[src/shared/alarm_eval_pkg.sv]
// package of constants for the process alarm evaluator
// assumes a 100 MHz register clock and 16-bit signed process and set-point words
package alarm_eval_pkg;

  // ----------------------------------------------------------------
  // sizes
  // ----------------------------------------------------------------
  localparam int NCH = 3;
  localparam int DATA_W = 16;
  localparam int EXT_W = 18;
  localparam int TYPE_W = 5;
  localparam int DLY_W = 10;
  localparam int ADDR_W = 8;

  // ----------------------------------------------------------------
  // timing
  // ----------------------------------------------------------------
  localparam longint CLK_PERIOD_NS = 10;
  localparam longint ONE_SEC_NS = 1000000000;
  localparam int unsigned SEC_CYCLES_DEF = 32'(ONE_SEC_NS / CLK_PERIOD_NS);
  localparam logic [DLY_W-1:0] DLY_MAX = 10'h3E7;

  // ----------------------------------------------------------------
  // alarm type codes
  // ----------------------------------------------------------------
  localparam logic [TYPE_W-1:0] TYPE_OFF = 5'h00;
  localparam logic [TYPE_W-1:0] TYPE_BAND_OUT = 5'h01;
  localparam logic [TYPE_W-1:0] TYPE_DEV_HI = 5'h02;
  localparam logic [TYPE_W-1:0] TYPE_DEV_LO = 5'h03;
  localparam logic [TYPE_W-1:0] TYPE_BAND_IN = 5'h04;
  localparam logic [TYPE_W-1:0] TYPE_BAND_OUT_SB = 5'h05;
  localparam logic [TYPE_W-1:0] TYPE_DEV_HI_SB = 5'h06;
  localparam logic [TYPE_W-1:0] TYPE_DEV_LO_SB = 5'h07;
  localparam logic [TYPE_W-1:0] TYPE_ABS_HI = 5'h08;
  localparam logic [TYPE_W-1:0] TYPE_ABS_LO = 5'h09;
  localparam logic [TYPE_W-1:0] TYPE_ABS_HI_SB = 5'h0A;
  localparam logic [TYPE_W-1:0] TYPE_ABS_LO_SB = 5'h0B;
  localparam logic [TYPE_W-1:0] TYPE_LOOP_BURNOUT = 5'h0C;
  localparam logic [TYPE_W-1:0] TYPE_RATE = 5'h0D;
  localparam logic [TYPE_W-1:0] TYPE_SP_HI = 5'h0E;
  localparam logic [TYPE_W-1:0] TYPE_SP_LO = 5'h0F;
  localparam logic [TYPE_W-1:0] TYPE_LAST = 5'h0F;
  localparam logic [TYPE_W-1:0] TYPE_RST = TYPE_DEV_HI;

  // ----------------------------------------------------------------
  // register map: channel block at chan*0x20, word index inside it
  // ----------------------------------------------------------------
  localparam int CH_LSB = 5;
  localparam logic [2:0] IDX_TYPE = 3'h0;
  localparam logic [2:0] IDX_HIGH = 3'h1;
  localparam logic [2:0] IDX_LOW = 3'h2;
  localparam logic [2:0] IDX_ON_DLY = 3'h3;
  localparam logic [2:0] IDX_OFF_DLY = 3'h4;
  localparam logic [ADDR_W-1:0] ADDR_CTRL = 8'h60;
  localparam logic [ADDR_W-1:0] ADDR_STATUS = 8'h64;
  localparam logic [DATA_W-1:0] THRESH_RST = 16'h0000;
  localparam logic [DLY_W-1:0] DLY_RST = 10'h000;

  // ctrl bit: channel 0 drives the general alarm instead of the heater alarm
  localparam int CTRL_CH0_GENERAL = 0;
  // status fields
  localparam int ST_ALARM_LSB = 0;
  localparam int ST_RAW_LSB = 8;
  localparam int ST_STBY_LSB = 16;

endpackage
[src/rtl/process_alarm_evaluator.sv]
// alarm evaluation for a process controller: per-channel type select, compare,
// standby suppression, on/off delays and routing onto auxiliary outputs.
// assumes process value, set point and event inputs come from logic on ref_clk_in,
// and an APB master on the same clock.
//
// Design decisions made here: the APB register port and the placing of the registers.
`timescale 1ns/10ps

// Functional notes
// - per-channel type code, resets to two
// - on and off delays, 0..999 seconds
// - channel result drives its auxiliary output
// - code 1 alarms outside set-point band
// - code 2 alarms at pv >= sp+threshold
// - code 3 alarms at pv <= sp-threshold
// - code 4 alarms inside set-point band
// - code 5 is code 1 with standby
// - code 6 is code 2 with standby
// - code 7 is code 3 with standby
// - code 8 alarms when pv exceeds threshold
// - code 9 alarms when pv below threshold
// - code 10 is code 8 with standby
// - code 11 is code 9 with standby
// - code 12 accepted on channel one only
// - code 14 alarms when sp above threshold
// - heater variant: channel one defaults heater alarm
// - code 13 takes external change-rate detection
// - code 15 alarms when sp below threshold
// - band codes use separate high, low limits
module process_alarm_evaluator #(
  parameter int unsigned SEC_CYCLES = alarm_eval_pkg::SEC_CYCLES_DEF,
  parameter bit HAS_HEATER = 1'b1
) (
  input wire logic ref_clk_in,
  input wire logic sys_rst_in,
  input wire logic psel_in,
  input wire logic penable_in,
  input wire logic pwrite_in,
  input wire logic [alarm_eval_pkg::ADDR_W-1:0] paddr_in,
  input wire logic [31:0] pwdata_in,
  input wire logic signed [alarm_eval_pkg::DATA_W-1:0] process_value_in,
  input wire logic signed [alarm_eval_pkg::DATA_W-1:0] set_point_in,
  input wire logic loop_burnout_alarm_in,
  input wire logic [alarm_eval_pkg::NCH-1:0] rate_alarm_in,
  input wire logic heater_alarm_in,
  output logic [31:0] prdata_out,
  output logic pready_out,
  output logic pslverr_out,
  output logic [alarm_eval_pkg::NCH-1:0] aux_out
);

  localparam int NCH = alarm_eval_pkg::NCH;
  localparam int DW = alarm_eval_pkg::DATA_W;
  localparam int XW = alarm_eval_pkg::EXT_W;
  localparam int TW = alarm_eval_pkg::TYPE_W;
  localparam int LW = alarm_eval_pkg::DLY_W;

  // ----------------------------------------------------------------
  // register storage, per channel
  // ----------------------------------------------------------------
  logic [TW-1:0] type_r [NCH];
  logic signed [DW-1:0] high_r [NCH];
  logic signed [DW-1:0] low_r [NCH];
  logic [LW-1:0] on_dly_r [NCH];
  logic [LW-1:0] off_dly_r [NCH];
  logic [NCH-1:0] alarm_r;
  logic [NCH-1:0] raw_r;
  logic [NCH-1:0] stby_r;
  logic ch0_general_r;
  logic ch0_general_nxt;

  // ----------------------------------------------------------------
  // apb slave: one wait state, write lands with pready high
  // ----------------------------------------------------------------
  logic pready_r;
  logic pready_nxt;
  logic pslverr_r;
  logic pslverr_nxt;
  logic [31:0] prdata_r;
  logic [31:0] prdata_nxt;
  logic acc_err;
  logic wr_fire;
  logic [1:0] acc_ch;
  logic [2:0] acc_idx;
  logic acc_in_ch;
  logic [31:0] rd_word;

  localparam int CH_LSB_HI = alarm_eval_pkg::CH_LSB + 1;
  assign acc_ch = paddr_in[CH_LSB_HI:alarm_eval_pkg::CH_LSB];
  assign acc_idx = paddr_in[4:2];
  assign acc_in_ch = (paddr_in[7] == 1'b0) && (int'(acc_ch) < NCH);
  assign wr_fire = psel_in && penable_in && pwrite_in && pready_r && !acc_err;

  always_comb begin
    acc_err = 1'b0;
    rd_word = 32'h0000_0000;
    if (paddr_in[1:0] != 2'h0) begin
      acc_err = 1'b1;
    end else if (acc_in_ch) begin
      unique case (acc_idx)
        alarm_eval_pkg::IDX_TYPE: begin
          rd_word = {{(32-TW){1'b0}}, type_r[acc_ch]};
          if (pwrite_in) begin
            // burnout code only on channel one
            if (pwdata_in[31:TW] != '0 || pwdata_in[TW-1:0] > alarm_eval_pkg::TYPE_LAST) begin
              acc_err = 1'b1;
            end else if (pwdata_in[TW-1:0] == alarm_eval_pkg::TYPE_LOOP_BURNOUT
                         && acc_ch != 2'h0) begin
              acc_err = 1'b1;
            end
            if (HAS_HEATER && acc_ch == 2'h0 && !ch0_general_r) begin
              acc_err = 1'b1;
            end
          end
        end
        alarm_eval_pkg::IDX_HIGH: begin
          rd_word = {{(32-DW){high_r[acc_ch][DW-1]}}, high_r[acc_ch]};
        end
        alarm_eval_pkg::IDX_LOW: begin
          rd_word = {{(32-DW){low_r[acc_ch][DW-1]}}, low_r[acc_ch]};
        end
        alarm_eval_pkg::IDX_ON_DLY, alarm_eval_pkg::IDX_OFF_DLY: begin
          rd_word = (acc_idx == alarm_eval_pkg::IDX_ON_DLY)
                    ? {{(32-LW){1'b0}}, on_dly_r[acc_ch]}
                    : {{(32-LW){1'b0}}, off_dly_r[acc_ch]};
          if (pwrite_in && pwdata_in > {{(32-LW){1'b0}}, alarm_eval_pkg::DLY_MAX}) begin
            acc_err = 1'b1;
          end
        end
        default: begin
          acc_err = 1'b1;
        end
      endcase
    end else if (paddr_in == alarm_eval_pkg::ADDR_CTRL) begin
      rd_word[alarm_eval_pkg::CTRL_CH0_GENERAL] = ch0_general_r;
    end else if (paddr_in == alarm_eval_pkg::ADDR_STATUS) begin
      rd_word[alarm_eval_pkg::ST_ALARM_LSB +: NCH] = alarm_r;
      rd_word[alarm_eval_pkg::ST_RAW_LSB +: NCH] = raw_r;
      rd_word[alarm_eval_pkg::ST_STBY_LSB +: NCH] = stby_r;
      // status is read-only
      if (pwrite_in) begin
        acc_err = 1'b1;
      end
    end else begin
      acc_err = 1'b1;
    end
  end

  always_comb begin
    pready_nxt = psel_in && penable_in && !pready_r;
    pslverr_nxt = pslverr_r;
    prdata_nxt = prdata_r;
    ch0_general_nxt = ch0_general_r;
    if (pready_nxt) begin
      pslverr_nxt = acc_err;
      prdata_nxt = (pwrite_in || acc_err) ? 32'h0000_0000 : rd_word;
    end
    if (wr_fire && paddr_in == alarm_eval_pkg::ADDR_CTRL) begin
      ch0_general_nxt = pwdata_in[alarm_eval_pkg::CTRL_CH0_GENERAL];
    end
  end

  always_ff @(posedge ref_clk_in) begin
    if (sys_rst_in) begin
      pready_r <= 1'b0;
      pslverr_r <= 1'b0;
      prdata_r <= 32'h0000_0000;
      ch0_general_r <= 1'b0;
    end else begin
      pready_r <= pready_nxt;
      pslverr_r <= pslverr_nxt;
      prdata_r <= prdata_nxt;
      ch0_general_r <= ch0_general_nxt;
    end
  end

  assign pready_out = pready_r;
  assign pslverr_out = pslverr_r;
  assign prdata_out = prdata_r;

  // ----------------------------------------------------------------
  // one-second enable and set-point change detect
  // ----------------------------------------------------------------
  logic [31:0] sec_cnt_r;
  logic [31:0] sec_cnt_nxt;
  logic sec_tick_r;
  logic sec_tick_nxt;
  logic signed [DW-1:0] sp_prev_r;
  logic sp_seen_r;
  logic sp_change;

  always_comb begin
    sec_tick_nxt = (sec_cnt_r == 32'(SEC_CYCLES - 1));
    sec_cnt_nxt = sec_tick_nxt ? 32'h0000_0000 : sec_cnt_r + 32'h0000_0001;
  end

  // the first sample after reset counts as a change so standby arms at start-up
  assign sp_change = !sp_seen_r || (set_point_in != sp_prev_r);

  always_ff @(posedge ref_clk_in) begin
    if (sys_rst_in) begin
      sec_cnt_r <= 32'h0000_0000;
      sec_tick_r <= 1'b0;
      sp_prev_r <= 16'h0000;
      sp_seen_r <= 1'b0;
    end else begin
      sec_cnt_r <= sec_cnt_nxt;
      sec_tick_r <= sec_tick_nxt;
      sp_prev_r <= set_point_in;
      sp_seen_r <= 1'b1;
    end
  end

  // ----------------------------------------------------------------
  // per-channel evaluation
  // ----------------------------------------------------------------
  logic [NCH-1:0] aux_r;

  for (genvar c = 0; c < NCH; c++) begin : g_ch
    logic [TW-1:0] type_nxt;
    logic signed [DW-1:0] high_nxt;
    logic signed [DW-1:0] low_nxt;
    logic [LW-1:0] on_dly_nxt;
    logic [LW-1:0] off_dly_nxt;
    logic [LW-1:0] cnt_r;
    logic [LW-1:0] cnt_nxt;
    logic [LW-1:0] dly_sel;
    logic alarm_nxt;
    logic raw_nxt;
    logic stby_nxt;
    logic aux_nxt;
    logic cmp;
    logic use_stby;
    logic hit;
    logic signed [XW-1:0] pv;
    logic signed [XW-1:0] sp;
    logic signed [XW-1:0] up_lim;
    logic signed [XW-1:0] dn_lim;
    logic signed [XW-1:0] lo_lim;
    logic signed [XW-1:0] thr;

    assign hit = wr_fire && acc_in_ch && (int'(acc_ch) == c);

    always_comb begin
      type_nxt = type_r[c];
      high_nxt = high_r[c];
      low_nxt = low_r[c];
      on_dly_nxt = on_dly_r[c];
      off_dly_nxt = off_dly_r[c];
      // software picks the type per channel
      if (hit && acc_idx == alarm_eval_pkg::IDX_TYPE) begin
        type_nxt = pwdata_in[TW-1:0];
      end
      if (hit && acc_idx == alarm_eval_pkg::IDX_HIGH) begin
        high_nxt = pwdata_in[DW-1:0];
      end
      if (hit && acc_idx == alarm_eval_pkg::IDX_LOW) begin
        low_nxt = pwdata_in[DW-1:0];
      end
      if (hit && acc_idx == alarm_eval_pkg::IDX_ON_DLY) begin
        on_dly_nxt = pwdata_in[LW-1:0];
      end
      if (hit && acc_idx == alarm_eval_pkg::IDX_OFF_DLY) begin
        off_dly_nxt = pwdata_in[LW-1:0];
      end
    end

    always_comb begin
      pv = XW'(process_value_in);
      sp = XW'(set_point_in);
      thr = XW'(high_r[c]);
      up_lim = sp + thr;
      dn_lim = sp - thr;
      lo_lim = sp - XW'(low_r[c]);
      use_stby = 1'b0;
      cmp = 1'b0;
      unique case (type_r[c])
        alarm_eval_pkg::TYPE_BAND_OUT, alarm_eval_pkg::TYPE_BAND_OUT_SB: begin
          cmp = (pv > up_lim) || (pv < lo_lim);
          use_stby = (type_r[c] == alarm_eval_pkg::TYPE_BAND_OUT_SB);
        end
        alarm_eval_pkg::TYPE_DEV_HI, alarm_eval_pkg::TYPE_DEV_HI_SB: begin
          cmp = (pv >= up_lim);
          use_stby = (type_r[c] == alarm_eval_pkg::TYPE_DEV_HI_SB);
        end
        alarm_eval_pkg::TYPE_DEV_LO, alarm_eval_pkg::TYPE_DEV_LO_SB: begin
          cmp = (pv <= dn_lim);
          use_stby = (type_r[c] == alarm_eval_pkg::TYPE_DEV_LO_SB);
        end
        alarm_eval_pkg::TYPE_BAND_IN: begin
          cmp = (pv >= lo_lim) && (pv <= up_lim);
        end
        alarm_eval_pkg::TYPE_ABS_HI, alarm_eval_pkg::TYPE_ABS_HI_SB: begin
          cmp = (pv > thr);
          use_stby = (type_r[c] == alarm_eval_pkg::TYPE_ABS_HI_SB);
        end
        alarm_eval_pkg::TYPE_ABS_LO, alarm_eval_pkg::TYPE_ABS_LO_SB: begin
          cmp = (pv < thr);
          use_stby = (type_r[c] == alarm_eval_pkg::TYPE_ABS_LO_SB);
        end
        alarm_eval_pkg::TYPE_LOOP_BURNOUT: begin
          cmp = (c == 0) && loop_burnout_alarm_in;
        end
        alarm_eval_pkg::TYPE_RATE: begin
          cmp = rate_alarm_in[c];
        end
        alarm_eval_pkg::TYPE_SP_HI: begin
          cmp = (sp > thr);
        end
        alarm_eval_pkg::TYPE_SP_LO: begin
          cmp = (sp < thr);
        end
        // code zero and unused codes stay off
        default: begin
          cmp = 1'b0;
        end
      endcase
    end

    always_comb begin
      // arm on start-up, set-point or type change; release once false
      stby_nxt = sp_change || (hit && acc_idx == alarm_eval_pkg::IDX_TYPE) || (stby_r[c] && cmp);
      raw_nxt = cmp && !(use_stby && stby_r[c]);
      alarm_nxt = alarm_r[c];
      cnt_nxt = cnt_r;
      dly_sel = raw_r[c] ? on_dly_r[c] : off_dly_r[c];
      // timed on and off delays
      // the tick runs free, so a nonzero delay counts one tick more and never falls short
      if (raw_r[c] == alarm_r[c]) begin
        cnt_nxt = '0;
      end else if (dly_sel == '0 || cnt_r > dly_sel) begin
        alarm_nxt = raw_r[c];
        cnt_nxt = '0;
      end else if (sec_tick_r) begin
        cnt_nxt = cnt_r + 10'h001;
      end
      // heater alarm owns channel one by default
      if (c == 0 && HAS_HEATER && !ch0_general_r) begin
        aux_nxt = heater_alarm_in;
      end else begin
        aux_nxt = alarm_r[c];
      end
    end

    always_ff @(posedge ref_clk_in) begin
      if (sys_rst_in) begin
        type_r[c] <= alarm_eval_pkg::TYPE_RST;
        high_r[c] <= alarm_eval_pkg::THRESH_RST;
        low_r[c] <= alarm_eval_pkg::THRESH_RST;
        on_dly_r[c] <= alarm_eval_pkg::DLY_RST;
        off_dly_r[c] <= alarm_eval_pkg::DLY_RST;
        cnt_r <= alarm_eval_pkg::DLY_RST;
        alarm_r[c] <= 1'b0;
        raw_r[c] <= 1'b0;
        stby_r[c] <= 1'b1;
        aux_r[c] <= 1'b0;
      end else begin
        type_r[c] <= type_nxt;
        high_r[c] <= high_nxt;
        low_r[c] <= low_nxt;
        on_dly_r[c] <= on_dly_nxt;
        off_dly_r[c] <= off_dly_nxt;
        cnt_r <= cnt_nxt;
        alarm_r[c] <= alarm_nxt;
        raw_r[c] <= raw_nxt;
        stby_r[c] <= stby_nxt;
        aux_r[c] <= aux_nxt;
      end
    end
  end

  assign aux_out = aux_r;

endmodule

[config.mk]
export PLATFORM = sky130hd
export DESIGN_NAME = process_alarm_evaluator
export DESIGN_NICKNAME = d
export VERILOG_FILES = /design/src/shared/alarm_eval_pkg.sv /design/src/rtl/process_alarm_evaluator.sv
export SDC_FILE = /design/constraint.sdc
export NUM_CORES = 1
export LEC_CHECK = 0
export BUFFER_PORTS_ARGS = -buffer_cell sky130_fd_sc_hd__buf_2
export CELL_PAD_IN_SITES_DETAIL_PLACEMENT = 0
export CELL_PAD_IN_SITES_GLOBAL_PLACEMENT = 1
export CORE_MARGIN = 4
export CORE_UTILIZATION = 48
export DETAILED_ROUTE_END_ITERATION = 6
export PLACE_DENSITY = 0.93
export SLEW_MARGIN = 15
export SYNTH_ARGS = -nofsm -noshare
export SYNTH_HDL_FRONTEND = slang
export SYNTH_SLANG_ARGS = --single-unit
[constraint.sdc]
create_clock -name ref_clk_in -period 7 [get_ports ref_clk_in]
set_clock_uncertainty 0.2 [all_clocks]
set_input_delay 1.05 -clock ref_clk_in [delete_from_list [all_inputs] [get_ports ref_clk_in]]
set_output_delay 1.05 -clock ref_clk_in [all_outputs]
set_load 0.01 [all_outputs]
# Word level (Yosys, flattened, before mapping)
# Memories as Yosys holds them, arrays and structs flattened.
# Index checks and enable logic that the tools add are counted.
[totals]
n_memories = 5
output_inout_bits = 37
word_cells = 320
inputBits = 82
reg_bits = 127
ram_bits = 171
[mem_list]
columns = ["name", "words", "word_bits", "rd", "rd_clocked_by_memory_dff", "wr", "line", "text"]
rows = [
  ["high_r", 3, 16, 4, 0, 3, "process_alarm_evaluator.sv:62", "logic signed [DW-1:0] high_r [NCH];"],
  ["low_r", 3, 16, 4, 0, 3, "process_alarm_evaluator.sv:63", "logic signed [DW-1:0] low_r [NCH];"],
  ["off_dly_r", 3, 10, 4, 0, 3, "process_alarm_evaluator.sv:65", "logic [LW-1:0] off_dly_r [NCH];"],
  ["on_dly_r", 3, 10, 4, 0, 3, "process_alarm_evaluator.sv:64", "logic [LW-1:0] on_dly_r [NCH];"],
  ["type_r", 3, 5, 4, 0, 3, "process_alarm_evaluator.sv:61", "logic [TW-1:0] type_r [NCH];"],
]
[op_classes]
eq_ne = 57
n_bitwise = 19
n_reduce_logical = 96
addsub = 13
mux = 71
n_lt_le_gt_ge = 36
[ops]
columns = ["cell", "n"]
rows = [
  ["two-way mux 16 bit", 12],
  ["two-way mux 10 bit", 16],
  ["one-hot mux 32 bit (4 select lines)", 1],
  ["equality test 5 x 4 -> 1 bit, second input constant", 23],
  ["greater-or-equal comparator 16 x 17 -> 1 bit", 6],
  ["less-or-equal comparator 16 x 17 -> 1 bit", 6],
  ["subtractor 16 x 16 -> 17 bit", 6],
  ["greater-than comparator 16 bit", 6],
  ["less-than comparator 16 bit", 6],
  ["two-way mux 32 bit", 2],
  ["equality test 5 x 3 -> 1 bit, second input constant", 12],
  ["adder 16 x 16 -> 17 bit", 3],
  ["greater-than comparator 16 x 17 -> 1 bit", 3],
  ["less-than comparator 16 x 17 -> 1 bit", 3],
  ["logical AND 1 bit", 41],
  ["two-way mux 5 bit", 8],
  ["OR reduction 2 bit", 18],
  ["adder 32 x 1 -> 32 bit, second input constant", 1],
  ["equality test 32 x 27 -> 1 bit, second input constant", 1],
  ["greater-than comparator 32 x 10 -> 1 bit, second input constant", 1],
  ["adder 10 x 1 -> 10 bit, second input constant", 3],
  ["equality test 5 x 2 -> 1 bit, second input constant", 6],
  ["greater-than comparator 10 bit", 3],
  ["zero test 10 bit", 3],
  ["other kinds (28)", 102],
]

# Longest topological paths before layout
# Gate-level depths: netlist of run 1.
[depth]
depth_word = 16
depth_mapped = 23

# Least setup slack after synthesis of run 1
# Ideal clock, no wire load.
[synth_timing]
path_type = "input-to-reg"
from = "input port set_point_in[1] (netlist name)"
to = "register stby_r[1]"
slack_ps = 1507
t_required_ps = 6680
t_arrival_ps = 5174
path_buffers = 0
setup_ps = 120
cell_stages = 21
cell_sequence = "inv_1 -> fa_1 -> o21bai_1 -> a21oi_1 -> o21ai_1 -> and3_1 -> a221o_1 -> o41ai_1 -> o31ai_1 -> a2111oi_0 -> a21oi_1 -> ha_1 -> nand4_1 -> nor3_1 -> and3_1 -> inv_1 -> o211a_1 -> o2111a_1 -> nor4_2 -> o41ai_1 -> a211o_1"
[synth_between]
elab_chain_len = 6
[synth_rtl]
columns = ["element", "line", "text"]
rows = [
  ["start: declaration", "process_alarm_evaluator.sv:42", "input wire logic signed [alarm_eval_pkg::DATA_W-1:0] set_point_in,"],
  ["subtractor 16 x 16 -> 17 bit / adder 16 x 16 -> 17 bit (equally long branches)", "process_alarm_evaluator.sv:274, process_alarm_evaluator.sv:272", ""],
  ["greater-or-equal comparator 16 x 17 -> 1 bit (tied with other cells)", "process_alarm_evaluator.sv:291", "cmp = (pv >= lo_lim) && (pv <= up_lim);"],
  ["logical AND 1 bit / logical OR 1 bit (equally long branches)", "process_alarm_evaluator.sv:291, process_alarm_evaluator.sv:279", ""],
  ["one-hot mux 1 bit (9 select lines)", "process_alarm_evaluator.sv:277", "unique case (type_r[c])"],
  ["logical AND 1 bit", "process_alarm_evaluator.sv:322", "stby_nxt = sp_change || (hit && acc_idx == alarm_eval_pkg::IDX_TYPE) || (stby_r[c] && cmp);"],
  ["logical OR 1 bit (*)", "process_alarm_evaluator.sv:322", ""],
  ["end signal: indexed assignment", "process_alarm_evaluator.sv:366", "stby_r[c] <= stby_nxt;"],
  ["end: declaration", "process_alarm_evaluator.sv:68", "logic [NCH-1:0] stby_r;"],
]
# Mark *: on every way between the ends. The rest lies on a longest branch, timed or not.
# A chain may end at the register's enable or synchronous reset.

# Final worst setup path of run 1
[layout_timing]
from = "input port set_point_in[2] (netlist name)"
to = "register raw_r[2]"
[layout_between]
elab_chain_len = 5
[layout_rtl]
columns = ["element", "line", "text"]
rows = [
  ["subtractor 16 x 16 -> 17 bit / adder 16 x 16 -> 17 bit (equally long branches)", "process_alarm_evaluator.sv:274, process_alarm_evaluator.sv:272", ""],
  ["greater-or-equal comparator 16 x 17 -> 1 bit (tied with other cells)", "process_alarm_evaluator.sv:291", ""],
  ["logical AND 1 bit / logical OR 1 bit (equally long branches)", "process_alarm_evaluator.sv:291, process_alarm_evaluator.sv:279", ""],
  ["one-hot mux 1 bit (9 select lines) (*)", "process_alarm_evaluator.sv:277", ""],
  ["logical AND 1 bit (*)", "process_alarm_evaluator.sv:323", "raw_nxt = cmp && !(use_stby && stby_r[c]);"],
  ["end signal: indexed assignment", "process_alarm_evaluator.sv:365", "raw_r[c] <= raw_nxt;"],
  ["end: declaration", "process_alarm_evaluator.sv:67", "logic [NCH-1:0] raw_r;"],
]
# Marked as above.

==> flow_summary.ini, run 1 <==
[logic_synthesis]
synth_area_leader_cell = dfxtp_1
ys_seq_area_share_pct = 22.8
synth.top_cell.area_share_pct = 22.8
syn_avg_cell_area_um2 = 7.83
synth_edf_count = 0
synth-seq-cells = 285
synth_nets = 3658
synth_commonest_cells = ha_1, a21oi_1, nor2_1, dfxtp_1, nand2_1
syn_inst = 3188
ys_async_sr_fraction_pct = 0
mappedNetlistArea_um2 = 25000
ys_types = 78
ys_warn_count = 0
synth.most_common_cell = ha_1
yosys-top-cells-area = dfxtp_1, ha_1, a21oi_1, mux2i_1, nor2_1
synth_flop_cell = dfxtp_1

[layout]
multiInputGateArea_um2 = 17900
antenna_cells = 0
nNetsFinal = 3669
drive_gt1_share_pct = 6.89
n_fill_cell = 5021
post-route-cell-area_um2 = 27000
regArea_um2 = 5710
syn2layout_area_growth_pct = 8.02

[global_routing]
grt_pass1_vias = 22100
grt_pass1_wl_um = 131000
grt_antenna_before_repair = 0
grt_start_max_net_pins = 177
grt_util_all_layers_pct = 29.8
grt_overflow_total = 0

[sta]
relSlewSlack_pct = 28.6
worst_slack_ns = 1.21
slew_violations = 0
fin_crit_sh_pct = 82.8
rsz0062_at_grt = false
hold_violations = 0
worst_slew_pin_slew_ns = 1.06
setup_tns_ns = 0
final-setup-viol-count = 0
finalCriticalPeriod_ns = 5.79
whs_ns = 0.250
fmax_mhz = 173

[die]
io_pins = 119
num_rows = 83
die_h_um = 236
die-area_um2 = 55700
die_w_um = 236
initial_core_util_pct = 48.6
core_area_um2 = 51400

[setup_path]
worstSetupEndpointType = flop
crit_arrival_ns = 5.99
path_max_fanout = 9
cp-start-kind = input pin
worstSetupPathType = input pin to flop
crit_required_ns = 7.20

[outcome]
violations = DRC
status = finished, violations left

[route]
vias = 23700
final_antenna_net_count = 0
avgRoutedWirePerCell_um = 22.3
routed_via_density = 6.07
drc_errors = 10
drt_first_pass_iters = 7
totalWireLength_um = 87000
drt_iter0_drc = 2558

[job]
max-cap-violations = 0

[clocking]
cts_buffer_depth = 3
holdBufCountCts = 0
tritoncts = done
cts.sinks = 285
cts-buffers-inserted = 30
ctsResizeCount = 0
clk-insertion-delay-late_ns = 0.58
post_cts_buffers = 0
cts.clk_slew.worst_paths_ns = 0.06
h-tree-depth = 1
root_buffer = clkbuf_16

[place]
pre_cts_slack_ns = 0.705
place_area_um2 = 25900
portBuffers = 118
gp_congestion = 0.952
hpwl_um = 64000

[pwr]
leakagePower_nw = 11.2
peakVddDrop_v = 0.000180
power_mw = 4.22
powerDensity_nw_per_um2 = 156

[hold_path]
min_path_type = flop to flop
==> state kept, by name, indices dropped and copies added, names as in the netlist, 15 cells and up <==
register    cells
off_dly_r      30
sec_cnt_r      32
type_r         15
sp_prev_r      16
low_r          48
g_ch.cnt_r     30
prdata_out     19
on_dly_r       30
high_r         48
==> stage by stage <==
step	std cells	util [%]
after floorplan	3188	-
after global placement	3847	50.4
after detailed placement	3847	50.4
after CTS	3903	52.5
after global routing	3903	52.5
final	3903	52.5
==> critical path, stage by stage <==
cell and delay, ns:
buf_2 0.18, ha_1 0.45, or3_1 0.42, a311oi_1 0.37, o41ai_1 0.17, o31ai_1 0.40, a221oi_1 0.22, mux2_1 0.35
nor2_1 0.12, ha_1 0.25, and4_1 0.17, nand2_1 0.06, o21ai_0 0.10, a2111oi_0 0.39, mux2i_1 0.23, and3_1 0.21
or4_1 0.47, nor3_1 0.28, a311oi_1 0.10
==> metal layers <==
layer	share of wire [%]	track usage, %	up-vias
met5	0	0	-
met4	6.0	14.7	0
met3	7.6	2.92	253
met2	45	49.1	989
met1	41	39.2	11100
li1	-	-	11400
==> cell families after synthesis <==
logic type               after synthesis  share of synthesized area, %
AO/OA/AOI/OAI                        713                          17.4
XOR/XNOR                             187                          6.56
adder cells (fa/ha/maj)              388                          19.7
buffers and inverters                344                          5.56
flip-flops                           285                          22.8
multiplexers                         159                          6.55
AND/OR/NAND/NOR                     1112                          21.3
==> cells in the final DEF, fill, tap and decap left out, types with 31 or more instances in the layout <==
| master | netlist | final |
|---|---|---|
| nor3_1 | 60 | 59 |
| ha_1 | 379 | 379 |
| xor2_1 | 68 | 68 |
| clkbuf_16 | 0 | 31 |
| nor2b_1 | 55 | 55 |
| and3_1 | 32 | 31 |
| mux2i_1 | 148 | 148 |
| nand3_1 | 176 | 176 |
| a21o_1 | 49 | 49 |
| a21oi_1 | 303 | 303 |
| a22oi_1 | 33 | 33 |
| o21ai_0 | 121 | 121 |
| nor2_1 | 293 | 293 |
| inv_1 | 186 | 186 |
| dfxtp_1 | 285 | 285 |
| nand4_1 | 72 | 72 |
| nand2_1 | 284 | 284 |
| xnor2_1 | 119 | 119 |
| buf_2 | 23 | 115 |
==> layout make-up <==
type | count | area share (%)
clock buffer | 40 | 3.19
timing repair buffer | 135 | 2.75
clock inverter | 16 | 0.775
inverter | 188 | 2.62
multi-input combinational | 2559 | 66.4
sequential | 285 | 21.2
tap | 680 | 3.15
==> worst paths after layout <==
check                       startpoint                       to  slack (ns)  cells past startpoint
max                    set_point_in[2]      raw_r[2]$_SDFF_PP0_        1.21                     19
min            sec_cnt_r[0]$_SDFF_PP0_  sec_cnt_r[0]$_SDFF_PP0_        0.25                      1
max reg2reg  high_r[2][1]$_SDFFE_PP0P_      raw_r[2]$_SDFF_PP0_        1.31                     21
min reg2reg    sec_cnt_r[0]$_SDFF_PP0_  sec_cnt_r[0]$_SDFF_PP0_        0.25                      1
==> power by group <==
group	switching (mW)	total (mW)	internal (mW)
Clock	0.711	1.73	1.02
Sequential	0.0227	1.66	1.63
Combinational	0.524	0.839	0.314
(Power assumes the default switching activity.)
==> run 2, diff against run 1 <==
clock period = 5.6 ns   (was 7 ns; I/O delays follow)
==> flow_summary.ini, run 2 (synthesized netlist as in run 1, its figures left out) <==
[setup_path]
worstSetupPathType = input pin to flop
crit_required_ns = 5.87
path_max_fanout = 5
worstSetupEndpointType = flop
ff2ff_setup_slack_ns = 0.36
r2r-start = high_r[1][1]$_SDFFE_PP0P_
r2r-end = stby_r[1]$_SDFF_PP1_
rr_worst_depth = 21
crit_arrival_ns = 5.57
cp-start-kind = input pin

[route]
drc_errors = 0
routed_via_density = 6.04
drt_iter0_drc = 2550
totalWireLength_um = 89000
avgRoutedWirePerCell_um = 22.2
drt_first_pass_iters = 6
vias = 24300
final_antenna_net_count = 0

[global_routing]
grt_pass1_vias = 22400
grt_util_all_layers_pct = 30.2
grt_antenna_before_repair = 1
grt_start_max_net_pins = 84
grt_overflow_total = 0
grt_pass1_wl_um = 133000

[sta]
rsz0062_at_grt = false
whs_ns = 0.249
fin_crit_sh_pct = 94.8
relSlewSlack_pct = 34.6
worst_slew_pin_slew_ns = 0.980
worst_slack_ns = 0.294
hold_violations = 0
finalCriticalPeriod_ns = 5.31
slew_violations = 0
final-setup-viol-count = 0
fmax_mhz = 188

[clocking]
cts-buffers-inserted = 30
ctsResizeCount = 0
cts.sinks = 285
tritoncts = done
post_cts_buffers = 0
holdBufCountCts = 0
h-tree-depth = 1
clk-insertion-delay-late_ns = 0.58
cts.clk_slew.worst_paths_ns = 0.07
cts_buffer_depth = 3
root_buffer = clkbuf_16

[hold_path]
min_to = sec_cnt_r[0]$_SDFF_PP0_
min-delay-start = sec_cnt_r[0]$_SDFF_PP0_
min_path_type = flop to flop
min_delay_path_depth = 1

[pwr]
p_int_mw = 3.79
pwr-share-clk_pct = 40.9
p_seq_share_pct = 38.4
peakVddDrop_v = 0.000266
leakagePower_nw = 11.8
power_frac_comb_pct = 20.6
sw_frac_of_total_pct = 29.3
powerDensity_nw_per_um2 = 192
power.switching_mw = 1.57

[die]
die_h_um = 236
initial_core_util_pct = 48.6
io_pins = 119
num_rows = 83
core_area_um2 = 51400
die_w_um = 236
die-area_um2 = 55700

[layout]
final_cells = 4014
layout_common_cells = ha_1, a21oi_1, nor2_1, dfxtp_1, nand2_1
post-route-cell-area_um2 = 27900
final_common_cell = ha_1
drive_gt1_share_pct = 10.1
reg_top3 = high_r: 48 flops, low_r: 48 flops, sec_cnt_r: 32 flops
syn2layout_area_growth_pct = 11.6
nNetsFinal = 3781

[place]
portBuffers = 118
hpwl_um = 67800
pre_cts_slack_ns = -0.216
place_area_um2 = 26800
gp_congestion = 0.994
dp.cells = 3959

[job]
max-cap-violations = 0

[outcome]
status = finished, final reports clean
-- run 2: per-stage QoR --
stage | utilization (%) | total power [mW] | TNS, ns
detailed placement | 52.1 | 3.18 | -0.730
floorplan | - | 2.80 | 0
global placement | 52.0 | 3.17 | -3.26
CTS | 54.2 | 5.35 | 0
global route | 54.2 | 5.57 | 0
finish | 54.2 | 5.37 | 0
-- run 2: final cells by class --
class / count / area [um^2]
Antenna cell: 1 / 2.50
Clock buffer: 40 / 870
Clock inverter: 14 / 215
Fill cell: 4995 / 23500
Inverter: 188 / 706
Multi-Input combinational cell: 2559 / 17900
Sequential cell: 285 / 5710
Tap cell: 680 / 851
Timing Repair Buffer: 247 / 1600
-- run 2: worst max-delay path by stage --
stage	endpoint	depth (start not counted)	startpoint	slack, ns
2_1_floorplan	stby_r[1]$_SDFF_PP1_	21	set_point_in[1]	0.32
3_3_place_gp	raw_r[2]$_SDFF_PP0_	22	set_point_in[1]	-0.25
3_5_place_dp	stby_r[1]$_SDFF_PP1_	24	set_point_in[1]	-0.22
4_1_cts	raw_r[2]$_SDFF_PP0_	22	high_r[2][1]$_SDFFE_PP0P_	0.29
5_1_grt	stby_r[1]$_SDFF_PP1_	24	set_point_in[1]	0.006
6_report	stby_r[1]$_SDFF_PP1_	23	set_point_in[1]	0.29
-- run 2: layer usage --
metal / GRT usage [%] / share of wire [%]
met1: 40.2 / 42
met4: 13.2 / 5.7
met5: 0 / 0.019
met2: 48.5 / 44
met3: 4.81 / 8.8
-- run 2: worst max-delay path: stages --
cell	delay [ns]
buf_2	0.11
buf_4	0.15
buf_4	0.14
ha_1	0.31
nor2b_1	0.07
o21ai_0	0.31
a311oi_1	0.18
o41ai_1	0.62
o31a_1	0.22
o31a_1	0.16
o21bai_1	0.07
a21oi_1	0.19
xnor2_1	0.09
ha_1	0.30
nand4_1	0.14
nor3_1	0.32
and3_1	0.23
inv_1	0.04
o211a_1	0.13
o2111a_1	0.26
nor4_2	0.21
o41ai_1	0.17
a211o_1	0.31
-- run 2: power by group through the flow --
stage / Clock [mW] / Sequential, mW / Combinational, mW
6_report: 2.20 / 2.06 / 1.11
5_1_grt: 2.29 / 2.06 / 1.22
4_1_cts: 2.20 / 2.06 / 1.08
3_5_place_dp: 0 / 2.11 / 1.08
3_3_place_gp: 0 / 2.11 / 1.07
2_1_floorplan: 0 / 2.09 / 0.702
